==> config.mk <==
export PLATFORM = sky130hd
export DESIGN_NAME = rwa_top
export DESIGN_NICKNAME = d
export VERILOG_FILES = /design/src/hdl/rwa_pkg.sv /design/src/hdl/rwa_rate_match.sv /design/src/hdl/rwa_sync2.sv /design/src/hdl/rwa_top.sv
export VERILOG_INCLUDE_DIRS = /design/src /design/src/hdl
export SDC_FILE = /design/constraint.sdc
export NUM_CORES = 1
export LEC_CHECK = 0
export BUFFER_PORTS_ARGS = -buffer_cell sky130_fd_sc_hd__buf_2
export CORE_MARGIN = 5
export CORE_UTILIZATION = 39
export CTS_CLUSTER_DIAMETER = 60
export CTS_CLUSTER_SIZE = 14
export DETAILED_ROUTE_END_ITERATION = 8
export HOLD_SLACK_MARGIN = 0.02
export PLACE_DENSITY = 0.55
export SYNTH_ARGS = -nofsm -noshare
export SYNTH_HDL_FRONTEND = slang
export SYNTH_SLANG_ARGS = --single-unit
export TNS_END_PERCENT = 100
==> constraint.sdc <==
create_clock -name mclk -period 5.43 [get_ports mclk]
set_input_delay 0.543 -clock mclk [delete_from_list [all_inputs] [get_ports mclk]]
set_output_delay 0.543 -clock mclk [all_outputs]
set_load 0.02 [all_outputs]
==> src/hdl/rwa_cfg.svh <==
/*
 * Constants of the receive word aligner and rate matcher: register
 * offsets, field positions, reset values and the fixed counts.
 * Assumes inclusion by bare name from every design file that needs them.
 */
`ifndef RWA_CFG_SVH
`define RWA_CFG_SVH

// register byte offsets on the apb side
`define RWA_OFS_CTRL 12'h000
`define RWA_OFS_PATTERN 12'h004
`define RWA_OFS_SYNC_CFG 12'h008
`define RWA_OFS_STATUS 12'h00C
`define RWA_OFS_INT_STAT 12'h010
`define RWA_OFS_INT_MASK 12'h014
`define RWA_OFS_RM_PAIR1 12'h018
`define RWA_OFS_RM_PAIR2 12'h01C

// control register fields
`define RWA_CTRL_AUTO 0
`define RWA_CTRL_PIPE 1
`define RWA_CTRL_BITREV 2
`define RWA_CTRL_RM_EN 3
`define RWA_CTRL_WIDE10 4
`define RWA_CTRL_RST 5'h10

// alignment pattern, low bits used for 10-bit words, 16 for 8-bit words
`define RWA_PATTERN_RST 16'h00FA

// sync config fields: acquire count in [3:0], lose count in [11:8]
`define RWA_SYNC_ACQ_LSB 0
`define RWA_SYNC_LOSE_LSB 8
`define RWA_SYNC_ACQ_RST 4'h3
`define RWA_SYNC_LOSE_RST 4'h4

// interrupt bit positions
`define RWA_INT_MATCH 0
`define RWA_INT_SYNC_UP 1
`define RWA_INT_SYNC_DOWN 2
`define RWA_INT_RM_INS 3
`define RWA_INT_RM_DEL 4
`define RWA_INT_RM_ERR 5
`define RWA_INT_W 6

// rate match pairs: control code in [9:0], skip code in [25:16]
`define RWA_RM_CTRL_LSB 0
`define RWA_RM_SKIP_LSB 16
`define RWA_K285_POS 10'h305
`define RWA_K285_NEG 10'h0FA
`define RWA_K297_POS 10'h117
`define RWA_K297_NEG 10'h2E8

// tolerated total offset and the fill marks that serve it
`define RWA_RM_PPM_TOTAL 200
`define RWA_RM_DEPTH 16
`define RWA_RM_HI_MARK 5'd12
`define RWA_RM_LO_MARK 5'd4

`endif

==> src/hdl/rwa_pkg.sv <==
/*
 * Types shared by the word aligner and its rate matcher.
 * Assumes the constants header is compiled alongside.
 */
package rwa_pkg;
    // synchronisation states, one-hot
    typedef enum logic [2:0] {
        RWA_LOSS = 3'b001,
        RWA_ACQ = 3'b010,
        RWA_SYNC = 3'b100
    } rwa_sync_e;

    typedef logic [9:0] rwa_word_t;
endpackage

==> src/hdl/rwa_rate_match.sv <==
/*
 * Rate-match fifo: drops a skip on the write side when filling up and
 * repeats one on the read side when running dry, once per cluster.
 * Assumes writer and reader share mclk; the reader's request models the
 * local clock rate.
 */
`timescale 1ns/100ps
`default_nettype none
`include "rwa_cfg.svh"
module rwa_rate_match import rwa_pkg::*; #(
    parameter int DEPTH = `RWA_RM_DEPTH
) (
    // clock and reset
    input wire logic mclk,
    input wire logic rst_b,
    input wire logic ce,
    // control
    input wire logic enable,
    input wire logic [9:0] ctrl1,
    input wire logic [9:0] skip1,
    input wire logic [9:0] ctrl2,
    input wire logic [9:0] skip2,
    // write side
    input wire logic wr_en,
    input wire logic [9:0] wr_data,
    // read side
    input wire logic rd_req,
    output logic [9:0] rd_data,
    output logic rd_valid,
    // events
    output logic ins_pulse,
    output logic del_pulse,
    output logic err_pulse
);
    localparam int AW = $clog2(DEPTH);

    initial begin
        if (DEPTH < 8 || (1 << AW) != DEPTH)
            $error("rate match depth must be a power of two, at least 8");
    end

    rwa_word_t mem [DEPTH];
    logic [AW-1:0] wp, rp;
    logic [AW:0] count;
    logic [1:0] wr_prev_ctrl, rd_prev_ctrl;
    logic wr_done, rd_done;
    logic [1:0] wr_is_ctrl, wr_is_skip, rd_is_ctrl, rd_is_skip;
    logic do_del, do_wr, can_rd, do_ins, do_rd;
    rwa_word_t head;

    assign head = mem[rp];
    assign wr_is_ctrl = {wr_data == ctrl2, wr_data == ctrl1};
    assign wr_is_skip = {wr_data == skip2, wr_data == skip1};
    assign rd_is_ctrl = {head == ctrl2, head == ctrl1};
    assign rd_is_skip = {head == skip2, head == skip1};
    // skip right behind its own control code, cluster not yet touched
    assign do_del = wr_en && |(wr_is_skip & wr_prev_ctrl) && !wr_done // RULE13 RULE14
        && count > (AW+1)'(`RWA_RM_HI_MARK);
    assign can_rd = enable && rd_req && count != '0;
    assign do_ins = can_rd && |(rd_is_skip & rd_prev_ctrl) && !rd_done // RULE13 RULE14
        && count < (AW+1)'(`RWA_RM_LO_MARK);
    assign do_wr = enable && wr_en && !do_del && count != (AW+1)'(DEPTH);
    // an inserted skip leaves the head in place so it is read again
    assign do_rd = can_rd && !do_ins;

    // storage and pointers
    always_ff @(posedge mclk or negedge rst_b) begin
        if (!rst_b) begin
            wp <= '0;
            rp <= '0;
            count <= '0;
        end else if (ce) begin
            if (!enable) begin
                wp <= '0;
                rp <= '0;
                count <= '0;
            end else begin
                if (do_wr) begin
                    mem[wp] <= wr_data;
                    wp <= wp + 1'b1;
                end
                if (do_rd)
                    rp <= rp + 1'b1;
                count <= count + (AW+1)'(do_wr) - (AW+1)'(do_rd);
            end
        end
    end

    // cluster tracking, write and read sides apart
    always_ff @(posedge mclk or negedge rst_b) begin
        if (!rst_b) begin
            wr_prev_ctrl <= 2'h0;
            rd_prev_ctrl <= 2'h0;
            wr_done <= 1'b0;
            rd_done <= 1'b0;
        end else if (ce) begin
            if (wr_en) begin
                wr_prev_ctrl <= wr_is_ctrl;
                if (do_del)
                    wr_done <= 1'b1;
                else if (!(|wr_is_ctrl) && !(|wr_is_skip))
                    wr_done <= 1'b0;
            end
            if (can_rd) begin
                rd_prev_ctrl <= do_ins ? rd_prev_ctrl : rd_is_ctrl;
                if (do_ins)
                    rd_done <= 1'b1;
                else if (!(|rd_is_ctrl) && !(|rd_is_skip))
                    rd_done <= 1'b0;
            end
        end
    end

    // registered read port and events
    always_ff @(posedge mclk or negedge rst_b) begin
        if (!rst_b) begin
            rd_data <= 10'h000;
            rd_valid <= 1'b0;
            ins_pulse <= 1'b0;
            del_pulse <= 1'b0;
            err_pulse <= 1'b0;
        end else if (ce) begin
            rd_valid <= can_rd;
            if (can_rd)
                rd_data <= head;
            ins_pulse <= do_ins;
            del_pulse <= enable && do_del;
            // overflow or underrun despite the skips
            err_pulse <= enable && ((wr_en && !do_del && !do_wr) || (rd_req && !can_rd));
        end
    end
endmodule
`default_nettype wire

==> src/hdl/rwa_sync2.sv <==
/*
 * Two-flop level synchroniser, W bits wide.
 * Assumes each bit is an independent slow level from outside mclk.
 */
`timescale 1ns/100ps
`default_nettype none
module rwa_sync2 #(
    parameter int W = 1
) (
    // clock and reset
    input wire logic mclk,
    input wire logic rst_b,
    input wire logic ce,
    // levels
    input wire logic [W-1:0] d,
    output logic [W-1:0] q
);
    logic [W-1:0] meta;

    // first stage feeds only the second
    always_ff @(posedge mclk or negedge rst_b) begin
        if (!rst_b) begin
            meta <= '0;
            q <= '0;
        end else if (ce) begin
            meta <= d;
            q <= meta;
        end
    end
endmodule
`default_nettype wire

==> src/hdl/rwa_top.sv <==
/*
 * Receive word aligner with bit-slip and automatic sync modes, polarity
 * inversion, bit reversal, decoder-input inversion and a rate matcher,
 * all behind an apb register file with one level interrupt.
 * Assumes parallel words arrive on mclk from the deserializer every cycle;
 * the slip request and both invert controls are pins from outside.
 */
// Decided for this implementation: the register offsets and the APB slave port.
// How it works
// (RULE1) each rising slip-request edge moves the word boundary by one bit
// (RULE2) the slipped bit enters at the msb, contents move toward the lsb
// (RULE3) a pattern match raises the match flag for one cycle
// (RULE4) 8-bit words match a 16-bit pattern over two words, earlier first
// (RULE5) fabric slips until the match flag or the data show alignment
// (RULE6) auto mode syncs after N commas, loses sync after M bad groups
// (RULE7) auto mode only works with 10-bit 8b10b words
// (RULE8) polarity invert complements the aligner input, changeable at any time
// (RULE9) aligner-input invert is off in pipe mode, decoder invert only there
// (RULE10) downstream tolerates disparity errors from a polarity change
// (RULE11) lsb-first by default, optional reversal of the word's bit order
// (RULE12) the rate matcher runs only once the link is synchronised
// (RULE13) a skip behind its control code is inserted or dropped as needed
// (RULE14) at most one skip inserted or dropped per cluster
// (RULE15) default pairs are positive and negative K28.5 with K29.7
// (RULE16) fifo depth absorbs plus or minus 100 ppm
// (RULE17) system keeps frequency offset under 200 ppm
// (RULE18) in pipe mode decoder invert complements all ten decoder bits
// (RULE19) slip request is synchronised and edge detected on mclk
`timescale 1ns/100ps
`default_nettype none
`include "rwa_cfg.svh"
module rwa_top import rwa_pkg::*; #(
    parameter int RM_DEPTH = `RWA_RM_DEPTH
) (
    // clock, reset, enable
    input wire logic mclk,
    input wire logic rst_b,
    input wire logic ce,
    // apb slave
    input wire logic psel,
    input wire logic penable,
    input wire logic pwrite,
    input wire logic [11:0] paddr,
    input wire logic [31:0] pwdata,
    output logic [31:0] prdata,
    output logic pready,
    output logic pslverr,
    // deserializer side
    input wire logic [9:0] rx_par_in,
    input wire logic rx_slip_req,
    input wire logic rx_pol_invert,
    input wire logic decoder_input_invert,
    // fabric side
    output logic [9:0] rx_word_out,
    output logic [9:0] dec_word_out,
    output logic align_match,
    output logic link_sync,
    input wire logic rm_rd_req,
    output logic [9:0] rm_data,
    output logic rm_valid,
    output logic irq
);
    // registers
    logic [4:0] ctrl;
    logic [15:0] pattern;
    logic [3:0] acq_cnt_cfg, lose_cnt_cfg;
    logic [`RWA_INT_W-1:0] int_stat, int_mask, int_evt;
    logic [25:0] rm_pair1, rm_pair2;

    // pins into mclk
    logic [2:0] pins_q;
    logic slip_q, slip_d, pol_q, dinv_q;
    logic slip_edge;

    // datapath
    rwa_word_t cur_in, prev_in, aligned, aligned_prev, reversed;
    logic [19:0] window;
    logic [3:0] offset;
    logic wide10, auto_on, pipe_on, match_now;
    logic [9:0] pol_mask, dinv_mask;
    logic hit_any;
    logic [3:0] hit_off;
    logic code_err;

    // sync machine
    rwa_sync_e state, next_state;
    logic [3:0] good_cnt, bad_cnt;
    logic manual_sync, sync_now;
    logic sync_was;
    logic rm_ins, rm_del, rm_err;

    // apb decode
    logic wr_hit, setup;
    logic [31:0] next_rdata;
    logic next_err;

    assign wide10 = ctrl[`RWA_CTRL_WIDE10];
    assign auto_on = ctrl[`RWA_CTRL_AUTO] && wide10; // RULE7
    assign pipe_on = ctrl[`RWA_CTRL_PIPE];

    rwa_sync2 #(
        .W(3)
    ) u_pins (
        .mclk(mclk),
        .rst_b(rst_b),
        .ce(ce),
        .d({decoder_input_invert, rx_pol_invert, rx_slip_req}),
        .q(pins_q)
    );
    assign slip_q = pins_q[0];
    assign pol_q = pins_q[1];
    assign dinv_q = pins_q[2];

    // edge detect behind the synchroniser, so one edge is one slip
    always_ff @(posedge mclk or negedge rst_b) begin
        if (!rst_b)
            slip_d <= 1'b0;
        else if (ce)
            slip_d <= slip_q;
    end
    assign slip_edge = slip_q && !slip_d; // RULE19

    // polarity is applied before the aligner and never in pipe mode
    assign pol_mask = {10{pol_q && !pipe_on}}; // RULE8 RULE9

    // two-word history the aligner picks its window from
    always_ff @(posedge mclk or negedge rst_b) begin
        if (!rst_b) begin
            cur_in <= 10'h000;
            prev_in <= 10'h000;
        end else if (ce) begin
            cur_in <= rx_par_in ^ pol_mask; // RULE8
            prev_in <= cur_in;
        end
    end

    // newer word above the older one; a larger offset pulls newer bits in at the msb
    assign window = wide10 ? {cur_in, prev_in} : {4'h0, cur_in[7:0], prev_in[7:0]};
    always_comb begin
        logic [19:0] sh;
        sh = window >> offset; // RULE2
        aligned = wide10 ? sh[9:0] : {2'b00, sh[7:0]};
    end

    // comma search over all offsets, lowest offset wins
    always_comb begin
        logic [19:0] sh;
        sh = 20'h00000;
        hit_any = 1'b0;
        hit_off = 4'h0;
        for (int o = 9; o >= 0; o--) begin
            sh = window >> o;
            if (sh[9:0] == pattern[9:0]) begin
                hit_any = 1'b1;
                hit_off = 4'(o);
            end
        end
    end

    // word disparity check stands in for a decoder error
    always_comb begin
        logic [3:0] ones;
        ones = 4'h0;
        for (int i = 0; i < 10; i++)
            ones = ones + 4'(aligned[i]);
        code_err = ones < 4'd4 || ones > 4'd6;
    end

    // 8-bit words: earlier word in the low half of the pattern
    assign match_now = wide10 ? (aligned == pattern[9:0]) // RULE3
        : ({aligned[7:0], aligned_prev[7:0]} == pattern); // RULE4

    // word boundary: slips by hand, or relocks on a comma when unsynced
    always_ff @(posedge mclk or negedge rst_b) begin
        if (!rst_b)
            offset <= 4'h0;
        else if (ce) begin
            if (auto_on) begin
                if (state == RWA_LOSS && hit_any)
                    offset <= hit_off;
            end else if (slip_edge) begin // RULE1
                offset <= (offset == (wide10 ? 4'd9 : 4'd7)) ? 4'h0 : offset + 4'd1;
            end
        end
    end

    // sync state, hysteresis through two counters
    always_comb begin
        next_state = state;
        unique case (state)
            RWA_LOSS: begin
                if (hit_any)
                    next_state = RWA_ACQ;
            end
            RWA_ACQ: begin
                if (code_err)
                    next_state = RWA_LOSS;
                else if (match_now && good_cnt + 4'd1 >= acq_cnt_cfg)
                    next_state = RWA_SYNC; // RULE6
            end
            RWA_SYNC: begin
                if (code_err && bad_cnt + 4'd1 >= lose_cnt_cfg)
                    next_state = RWA_LOSS; // RULE6
            end
        endcase
        if (!auto_on)
            next_state = RWA_LOSS;
    end

    always_ff @(posedge mclk or negedge rst_b) begin
        if (!rst_b) begin
            state <= RWA_LOSS;
            good_cnt <= 4'h0;
            bad_cnt <= 4'h0;
        end else if (ce) begin
            state <= next_state;
            // one comma counted on entry to acquire
            good_cnt <= (next_state != RWA_ACQ) ? 4'h0
                : (state == RWA_LOSS) ? 4'h1 : good_cnt + 4'(match_now);
            // only consecutive bad groups count toward losing sync
            bad_cnt <= (state == RWA_SYNC && code_err) ? bad_cnt + 4'd1 : 4'h0;
        end
    end

    // bit-slip mode: synced from a match until the next slip
    always_ff @(posedge mclk or negedge rst_b) begin
        if (!rst_b)
            manual_sync <= 1'b0;
        else if (ce) begin
            if (auto_on || slip_edge)
                manual_sync <= 1'b0;
            else if (match_now)
                manual_sync <= 1'b1;
        end
    end
    assign sync_now = auto_on ? (state == RWA_SYNC) : manual_sync;

    // bit order reversal across the active width
    always_comb begin
        reversed = 10'h000;
        for (int i = 0; i < 10; i++) begin
            if (wide10)
                reversed[i] = aligned[9-i];
            else if (i < 8)
                reversed[i] = aligned[7-i];
        end
    end

    // registered outputs toward the fabric and the decoder
    assign dinv_mask = {10{dinv_q && pipe_on}}; // RULE9
    always_ff @(posedge mclk or negedge rst_b) begin
        if (!rst_b) begin
            aligned_prev <= 10'h000;
            rx_word_out <= 10'h000;
            dec_word_out <= 10'h000;
            align_match <= 1'b0;
            link_sync <= 1'b0;
            sync_was <= 1'b0;
        end else if (ce) begin
            aligned_prev <= aligned;
            rx_word_out <= ctrl[`RWA_CTRL_BITREV] ? reversed : aligned; // RULE11
            dec_word_out <= aligned ^ dinv_mask; // RULE18
            align_match <= match_now; // RULE3
            link_sync <= sync_now;
            sync_was <= sync_now;
        end
    end

    // fifo only fills once synced; depth covers the offset
    rwa_rate_match #(
        .DEPTH(RM_DEPTH) // RULE16
    ) u_rm (
        .mclk(mclk),
        .rst_b(rst_b),
        .ce(ce),
        .enable(ctrl[`RWA_CTRL_RM_EN] && link_sync), // RULE12
        .ctrl1(rm_pair1[`RWA_RM_CTRL_LSB +: 10]),
        .skip1(rm_pair1[`RWA_RM_SKIP_LSB +: 10]),
        .ctrl2(rm_pair2[`RWA_RM_CTRL_LSB +: 10]),
        .skip2(rm_pair2[`RWA_RM_SKIP_LSB +: 10]),
        .wr_en(link_sync),
        .wr_data(rx_word_out),
        .rd_req(rm_rd_req),
        .rd_data(rm_data),
        .rd_valid(rm_valid),
        .ins_pulse(rm_ins),
        .del_pulse(rm_del),
        .err_pulse(rm_err)
    );

    // apb: setup cycle decodes, access cycle answers with no wait
    assign setup = psel && !penable;
    assign wr_hit = psel && penable && pready && pwrite;
    always_comb begin
        next_rdata = 32'h00000000;
        next_err = 1'b0;
        unique case (paddr)
            `RWA_OFS_CTRL: next_rdata = {27'h0, ctrl};
            `RWA_OFS_PATTERN: next_rdata = {16'h0, pattern};
            `RWA_OFS_SYNC_CFG: next_rdata = {20'h0, lose_cnt_cfg, 4'h0, acq_cnt_cfg};
            `RWA_OFS_STATUS: next_rdata = {22'h0, offset, 3'h0, state == RWA_ACQ, manual_sync,
                link_sync};
            `RWA_OFS_INT_STAT: next_rdata = {26'h0, int_stat};
            `RWA_OFS_INT_MASK: next_rdata = {26'h0, int_mask};
            `RWA_OFS_RM_PAIR1: next_rdata = {6'h0, rm_pair1};
            `RWA_OFS_RM_PAIR2: next_rdata = {6'h0, rm_pair2};
            default: next_err = 1'b1;
        endcase
    end

    always_ff @(posedge mclk or negedge rst_b) begin
        if (!rst_b) begin
            pready <= 1'b0;
            prdata <= 32'h00000000;
            pslverr <= 1'b0;
        end else if (ce) begin
            pready <= setup;
            if (setup) begin
                prdata <= pwrite ? 32'h00000000 : next_rdata;
                pslverr <= next_err;
            end else begin
                pslverr <= 1'b0;
            end
        end
    end

    // writable configuration
    always_ff @(posedge mclk or negedge rst_b) begin
        if (!rst_b) begin
            ctrl <= `RWA_CTRL_RST;
            pattern <= `RWA_PATTERN_RST;
            acq_cnt_cfg <= `RWA_SYNC_ACQ_RST;
            lose_cnt_cfg <= `RWA_SYNC_LOSE_RST;
            int_mask <= '0;
            rm_pair1 <= {`RWA_K297_POS, 6'h0, `RWA_K285_POS}; // RULE15
            rm_pair2 <= {`RWA_K297_NEG, 6'h0, `RWA_K285_NEG}; // RULE15
        end else if (ce && wr_hit) begin
            unique case (paddr)
                `RWA_OFS_CTRL: ctrl <= pwdata[4:0];
                `RWA_OFS_PATTERN: pattern <= pwdata[15:0];
                `RWA_OFS_SYNC_CFG: begin
                    acq_cnt_cfg <= pwdata[`RWA_SYNC_ACQ_LSB +: 4];
                    lose_cnt_cfg <= pwdata[`RWA_SYNC_LOSE_LSB +: 4];
                end
                `RWA_OFS_INT_MASK: int_mask <= pwdata[`RWA_INT_W-1:0];
                `RWA_OFS_RM_PAIR1: rm_pair1 <= {pwdata[25:16], 6'h0, pwdata[9:0]};
                `RWA_OFS_RM_PAIR2: rm_pair2 <= {pwdata[25:16], 6'h0, pwdata[9:0]};
                default: ;
            endcase
        end
    end

    // sticky events, write one to clear; a new event beats the clear
    assign int_evt = {rm_err, rm_del, rm_ins, sync_was && !sync_now, !sync_was && sync_now,
        match_now};
    always_ff @(posedge mclk or negedge rst_b) begin
        if (!rst_b)
            int_stat <= '0;
        else if (ce) begin
            if (wr_hit && paddr == `RWA_OFS_INT_STAT)
                int_stat <= (int_stat & ~pwdata[`RWA_INT_W-1:0]) | int_evt;
            else
                int_stat <= int_stat | int_evt;
        end
    end

    always_ff @(posedge mclk or negedge rst_b) begin
        if (!rst_b)
            irq <= 1'b0;
        else if (ce)
            irq <= |(int_stat & int_mask);
    end
endmodule
`default_nettype wire

==> flow_summary_export.csv, run 1 <==
group,metric,value,unit
outcome,outcome,"completed",
drt,vias_per_cell,5.70,
placement,io_buffers,119,
synthesis,yosysTopAreaCellShare,22.5,%
floorplanning,die_area,0.0596,sq mm
synthesis,synth.cell_area,0.0214,sq mm
min_path,hold_path.class,"input pin to flip-flop",
grt,grt_pass1_wl,96800,microns
critical_path,crit_fanout,6,
drt,initialDrtViolationCount,1154,
finish,fill_cells,5047,
placement,dp_hpwl,44700,microns
grt,globalRouteOverflowTotal,0,
drt,drtAntennaViolNets,0,
sta,maxSlewHeadroom,21.4,%
sta,fmaxAchievable,189,MHz
clocking,tritoncts,"built",
critical_path,crit_type,"flip-flop to flip-flop",
synthesis,yosysTopAreaCell,"edfxtp_1",
placement,placed_area,0.0231,sq mm
finish,nets,2110,
grt,antenna_found_initial,0,
sta,slew_violations,0,
floorplanning,die_w,244,microns
clocking,h-tree-depth,2,
critical_path,rr_endpoint,"good_cnt[3]",
synthesis,yosys.cell_count.top_type,"dfrtp_1",
critical_path,rr_startpoint,"ctrl[4]",
sta,rsz0062_at_grt,"yes",
floorplanning,core,0.0540,sq mm
sta,report.final.hold_viol_count,0,
synthesis,synth_area_leaders,"edfxtp_1, dfrtp_1, xnor2_1, mux2_2, mux4_2",
critical_path,setup.worst_path.end,"good_cnt[3]",
finish,fin_util,45.4,%
clocking,cts.sinks,376,
synthesis,yosysSeqAreaShare,48.0,%
run,max-cap-violations,0,
finish,area_growth,14.9,%
clocking,cts_buffers,40,
grt,grt_pass1_vias,15500,
synthesis,synth_edf_count,160,
drt,detail_route.first_pass.iterations,5,
critical_path,cp-end-kind,"flip-flop",
synthesis,synth.avg_cell_area,11.4,sq um
synthesis,synth_ff_type,"dfrtp_1",
floorplanning,die_h,244,microns
synthesis,synth_common_cells,"dfrtp_1, edfxtp_1, xnor2_1",
sta,skew,0.0298,ns
clocking,clock_latency,0.57,ns
drt,drc,0,
critical_path,startpoint,"ctrl[4]",
floorplanning,io_pins,132,
grt,grt_usage,20.6,%
finish,layout-drive-gt1-share,25.6,%
drt,routed_wl,62900,microns
critical_path,critPathRequiredTime,5.82,ns
sta,finalCritPeriodShare,97.6,%
synthesis,synthArstFlopShare,57.4,%
pwr,p_leak,0.00967,uW
critical_path,worstPathArrival,5.68,ns
sta,worst_pin_slew,1.17,ns
pwr,vdd_drop_max,0.411,mV
floorplanning,rows,85,
placement,gp_congestion,0.906,
clocking,clk_pin_slew_worst_paths,0.06,ns
synthesis,ys_warn_count,0,
sta,hold_slack,0.223,ns
clocking,cts_root_buf,"clkbuf_16",
synthesis,synthCells,1872,
sta,setup_viol,0,
synthesis,synth_seq_cells,376,
grt,grt_start_max_net_pins,87,
floorplanning,initial_utilization,39.6,%
critical_path,r2r_slack,0.13,ns
critical_path,rr_worst_depth,17,
sta,min_period,5.30,ns
drt,vias,15600,
critical_path,cp-start-kind,"flip-flop",
pwr,p_per_area,420,mW/mm^2
synthesis,synth_cell_types,101,
drt,wl_per_cell,23.0,microns
finish,fin_area,0.0246,sq mm
clocking,clock_path_buffers,3,
worst min-delay path by stage:
stage / startpoint / to / slack [ns] / cells after the start
2_1_floorplan: rst_b / acq_cnt_cfg[2] / 0.25 / 0
3_3_place_gp: prdata[25] / prdata[25] / 0.46 / 2
3_5_place_dp: prdata[25] / prdata[25] / 0.47 / 2
4_1_cts: rx_pol_invert / u_pins.meta[1] / 0.19 / 2
5_1_grt: rx_pol_invert / u_pins.meta[1] / 0.21 / 2
6_report: decoder_input_invert / u_pins.meta[2] / 0.22 / 2
through the flow:
stage	std cells	worst slack [ns]	TNS [ns]	total power, uW
2_1_floorplan	1877	0.0652	0	5950
3_3_place_gp	2659	0.0610	0	7380
3_5_place_dp	2659	-0.0102	-0.0102	7460
4_1_cts	2729	0.0133	0	10200
5_1_grt	2733	-0.117	-0.297	10900
6_report	2734	0.133	0	10300
timing repair:
item	in CTS	in global routing
gates resized for setup	3	26
cloned	0	0
hold endpoints to repair	57	0
setup buffers	0	4
setup endpoints to repair	2	5
pin swaps	0	13
hold buffers	1	0
cells in the final DEF (no fill, tap or decap), types with 43 or more instances in the layout:
master    count
dfrtp_1     181
edfxtp_1    160
xnor2_1     145
buf_2       117
nor2_1      109
buf_4       109
nand2_1     106
mux2_2      105
xor2_1       87
mux2i_1      72
o21ai_0      70
a21oi_1      58
inv_1        53
nand3_1      43
metal layers:
metal	track usage [%]	wire length (microns)	vias up
met3	2.85	3240	88
met1	29.9	29300	7876
met2	33.1	29200	473
met4	4.80	1210	0
met5	0	0	-
li1	-	-	7144
flip-flops by register name, summed over array words and instances, names as in the netlist, 5 cells and up:
name	flops
u_rm.count	5
int_mask	6
rx_word_out	10
int_stat	6
u_rm.rd_data	10
pattern	16
prev_in	10
cur_in	10
rm_pair2	20
dec_word_out	10
prdata	26
u_rm.mem	160
aligned_prev	8
ctrl	5
rm_pair1	20
critical path, stage by stage (launching register included):
cell and delay (ns):
dfstp_2 0.62, mux2i_4 0.10, a21o_1 0.19, mux4_2 0.49, mux2_4 0.30, fa_1 0.50, fa_1 0.51, fa_1 0.51
inv_2 0.05, ha_4 0.16, fa_2 0.37, nand3b_1 0.18, a22oi_2 0.25, nand3_1 0.14, nor2_2 0.15, nand4_1 0.29
nand4_1 0.24, a31oi_1 0.10
report_power, final:
part	switching, uW	total, uW	internal, uW
Clock	1200	2660	1460
Sequential	179	3440	3260
Combinational	2380	4200	1820
logic make-up (layout without fill, tap and decap cells):
kind of cell / Yosys count / after routing / synth area share [%]
xor gates and xnor gates: 232 / 232 / 9.51
buffers and inverters: 200 / 360 / 4.11
AOI/OAI and AO/OA: 342 / 342 / 11.3
adders and majority gates: 36 / 36 / 2.35
muxes: 232 / 232 / 13.9
other: 1 / 7 / 0.0175
DFF: 376 / 376 / 48.0
and+or+nand+nor: 453 / 453 / 10.9
final cells by class:
| type | instances | area (sq um) | share of cell area (%) |
|---|---|---|---|
| diodes | 1 | 2.50 | 0.0102 |
| clock buffers | 54 | 1110 | 4.50 |
| clock inverters | 15 | 159 | 0.647 |
| inverters | 56 | 210 | 0.856 |
| multi-input cells | 1301 | 10400 | 42.4 |
| flip-flops and latches | 376 | 10300 | 41.8 |
| well taps | 696 | 871 | 3.55 |
| repair buffers | 235 | 1550 | 6.31 |
Note: power is estimated with default switching activity, not from simulation.
==> inputs of run 2 (changes only) <==
--- a/config.mk
+++ b/config.mk
@@ -13,7 +13,7 @@
 export CTS_CLUSTER_SIZE = 14
 export DETAILED_ROUTE_END_ITERATION = 8
 export HOLD_SLACK_MARGIN = 0.02
-export PLACE_DENSITY = 0.55
+export PLACE_DENSITY = 0.53
 export SYNTH_ARGS = -nofsm -noshare
 export SYNTH_HDL_FRONTEND = slang
 export SYNTH_SLANG_ARGS = --single-unit
==> constraint.sdc (replaced) <==
create_clock -name mclk -period 6.8 [get_ports mclk]
set_input_delay 0.68 -clock mclk [delete_from_list [all_inputs] [get_ports mclk]]
set_output_delay 0.68 -clock mclk [all_outputs]
set_load 0.02 [all_outputs]
==> run 2 against run 1 <==
Power shrank 25%. Final area shrank 2.5%. Critical endpoint unchanged. Sequential share of layout area grew 1.1 points. First-iteration DRC count shrank 9.0%. Worst setup slack gained 0.27 ns. Final cell count shrank 2.4%. Wire length shrank 1.4%. Via count shrank 2.5%. Critical path depth grew 3. Combinational power shrank 38%.
==> flow_summary_export.csv, run 2 (synthesis results as in run 1) <==
group,metric,value,unit
placement,dp_hpwl,44000,microns
finish,nets,2043,
grt,met3_usage,2.99,%
critical_path,cp-end-kind,"flip-flop",
floorplanning,io_pins,132,
critical_path,cp-start-kind,"flip-flop",
critical_path,worstPathArrival,6.87,ns
finish,n_antenna_cell,0,
finish,layout_commonest_cell,"dfrtp_1",
clocking,h-tree-depth,2,
floorplanning,die_w,244,microns
finish,top_regs,"u_rm.mem (160), prdata (26)",
grt,antenna_found_initial,1,
critical_path,rr_endpoint,"good_cnt[3]",
clocking,cts.sinks,376,
finish,top_register,"u_rm.mem",
drt,initialDrtViolationCount,1050,
clocking,clock_path_buffers,3,
placement,gp_congestion,0.870,
clocking,tritoncts,"built",
min_path,hold_path_depth,2,
grt,grtUsageMet1,30.3,%
sta,min_period,6.40,ns
drt,drc,0,
critical_path,r2r_slack,0.40,ns
pwr,p_leak,0.00938,uW
sta,hold_slack,0.315,ns
floorplanning,core,0.0540,sq mm
critical_path,crit_fanout,16,
placement,post-place-ws,0.446,ns
drt,vias,15200,
critical_path,rr_worst_depth,20,
clocking,cts_root_buf,"clkbuf_16",
clocking,cts_buffers,40,
grt,globalRouteOverflowTotal,0,
finish,largest_register_ffs,160,
finish,fin_area,0.0239,sq mm
floorplanning,rows,85,
min_path,min_to,"pattern[13]",
clocking,clock_latency,0.58,ns
floorplanning,die_area,0.0596,sq mm
sta,fmaxAchievable,156,MHz
pwr,p_per_area,322,mW/mm^2
min_path,holdCritStartpoint,"pwdata[13]",
drt,drtAntennaViolNets,0,
finish,area_growth,12.0,%
critical_path,critPathRequiredTime,7.27,ns
sta,slew_violations,0,
finish,layout-drive-gt1-share,22.3,%
floorplanning,initial_utilization,39.6,%
sta,maxSlewHeadroom,17.7,%
sta,rsz0062_at_grt,"no",
min_path,hold_path.class,"input pin to flip-flop",
clocking,clk_pin_slew_worst_paths,0.07,ns
sta,setup_viol,0,
drt,wl_per_cell,23.3,microns
grt,grt_usage,20.3,%
pwr,vdd_drop_max,0.217,mV
grt,grt_start_max_net_pins,79,
floorplanning,die_h,244,microns
critical_path,crit_type,"flip-flop to flip-flop",
grt,top_usage_layer,"met2",
finish,fin_util,44.3,%
sta,worst_pin_slew,1.23,ns
sta,report.final.hold_viol_count,0,
placement,io_buffers,119,
sta,setup_ws,0.404,ns
clocking,cts_resized,0,
critical_path,rr_startpoint,"offset[0]",
outcome,outcome,"completed",
finish,final_cell_mix,"dfrtp_1, edfxtp_1, xnor2_1",
grt,grt_pass1_vias,14900,
drt,routed_wl,62100,microns
sta,skew,0.0482,ns
sta,finalCritPeriodShare,94.1,%
run,max-cap-violations,0,
drt,detail_route.first_pass.iterations,5,
sta,tns,0,ns
drt,vias_per_cell,5.69,
grt,grt_pass1_wl,94700,microns
placement,placed_area,0.0226,sq mm
grt,gr-usage-met2,31.9,%
## run 2: changes by cell type in the layout (fill, tap and decap cells not counted), sizes merged
| cell | change |
|---|---|
| diode | -1 |
| clkbuf | +2 |
| buf | -67 |
| clkinv | -2 |
| clkinvlp | -2 |
| inv | +1 |
| bufinv | +4 |
## run 2: cell type report
type	count	area [sq um]
Timing Repair Buffer	168	978
Clock buffer	56	1090
Tap cell	696	871
Inverter	56	210
Sequential cell	376	10200
Multi-Input combinational cell	1301	10300
Fill cell	5047	30100
Clock inverter	16	241
## run 2: what timing repair did
action	CTS	global route
buffers inserted	0	0
hold buffers	1	0
hold endpoints to repair	31	0
## run 2: worst max-delay path by stage
stage          startpoint           to  slack, ns  cells after the start
4_1_cts         offset[0]  good_cnt[3]       0.41                     20
3_5_place_dp    offset[0]  good_cnt[3]       0.45                     20
5_1_grt         offset[0]  good_cnt[3]       0.05                     20
6_report        offset[0]  good_cnt[3]       0.40                     20
3_3_place_gp    offset[0]  good_cnt[1]       0.58                     20
2_1_floorplan     ctrl[4]  good_cnt[1]       1.35                     20
## run 2: critical path: stages (launching register included)
cell      delay (ns)
dfrtp_1         0.66
buf_4           0.36
mux4_2          0.52
mux2i_1         0.41
nor2_1          0.11
a21o_1          0.25
inv_1           0.16
fa_1            0.43
fa_1            0.46
fa_1            0.49
inv_1           0.04
ha_1            0.21
fa_1            0.43
nand3b_1        0.16
a22oi_1         0.52
nand3_1         0.21
nand3_1         0.12
nor4_1          0.08
o22ai_1         0.35
nand4_1         0.14
a31oi_1         0.19
## run 2: metal layers
layer,up-vias,wire (microns)
met5,-,0
met4,0,1030
met3,70,3050
met2,425,28400
met1,7676,29600
li1,7016,-
## run 2: through the flow
step | total power [uW] | instances
after floorplan | 4690 | 1877
after global placement | 5460 | 2596
after detailed placement | 5490 | 2596
after CTS | 7760 | 2669
after global routing | 8110 | 2669
final | 7700 | 2669
## run 2: power breakdown
group | internal, uW | switching (uW) | leakage, uW | total (uW)
Clock | 1300 | 955 | 0.000643 | 2250
Sequential | 2600 | 239 | 0.00416 | 2840
Combinational | 1040 | 1560 | 0.00457 | 2610
Total | 4940 | 2760 | 0.00938 | 7700
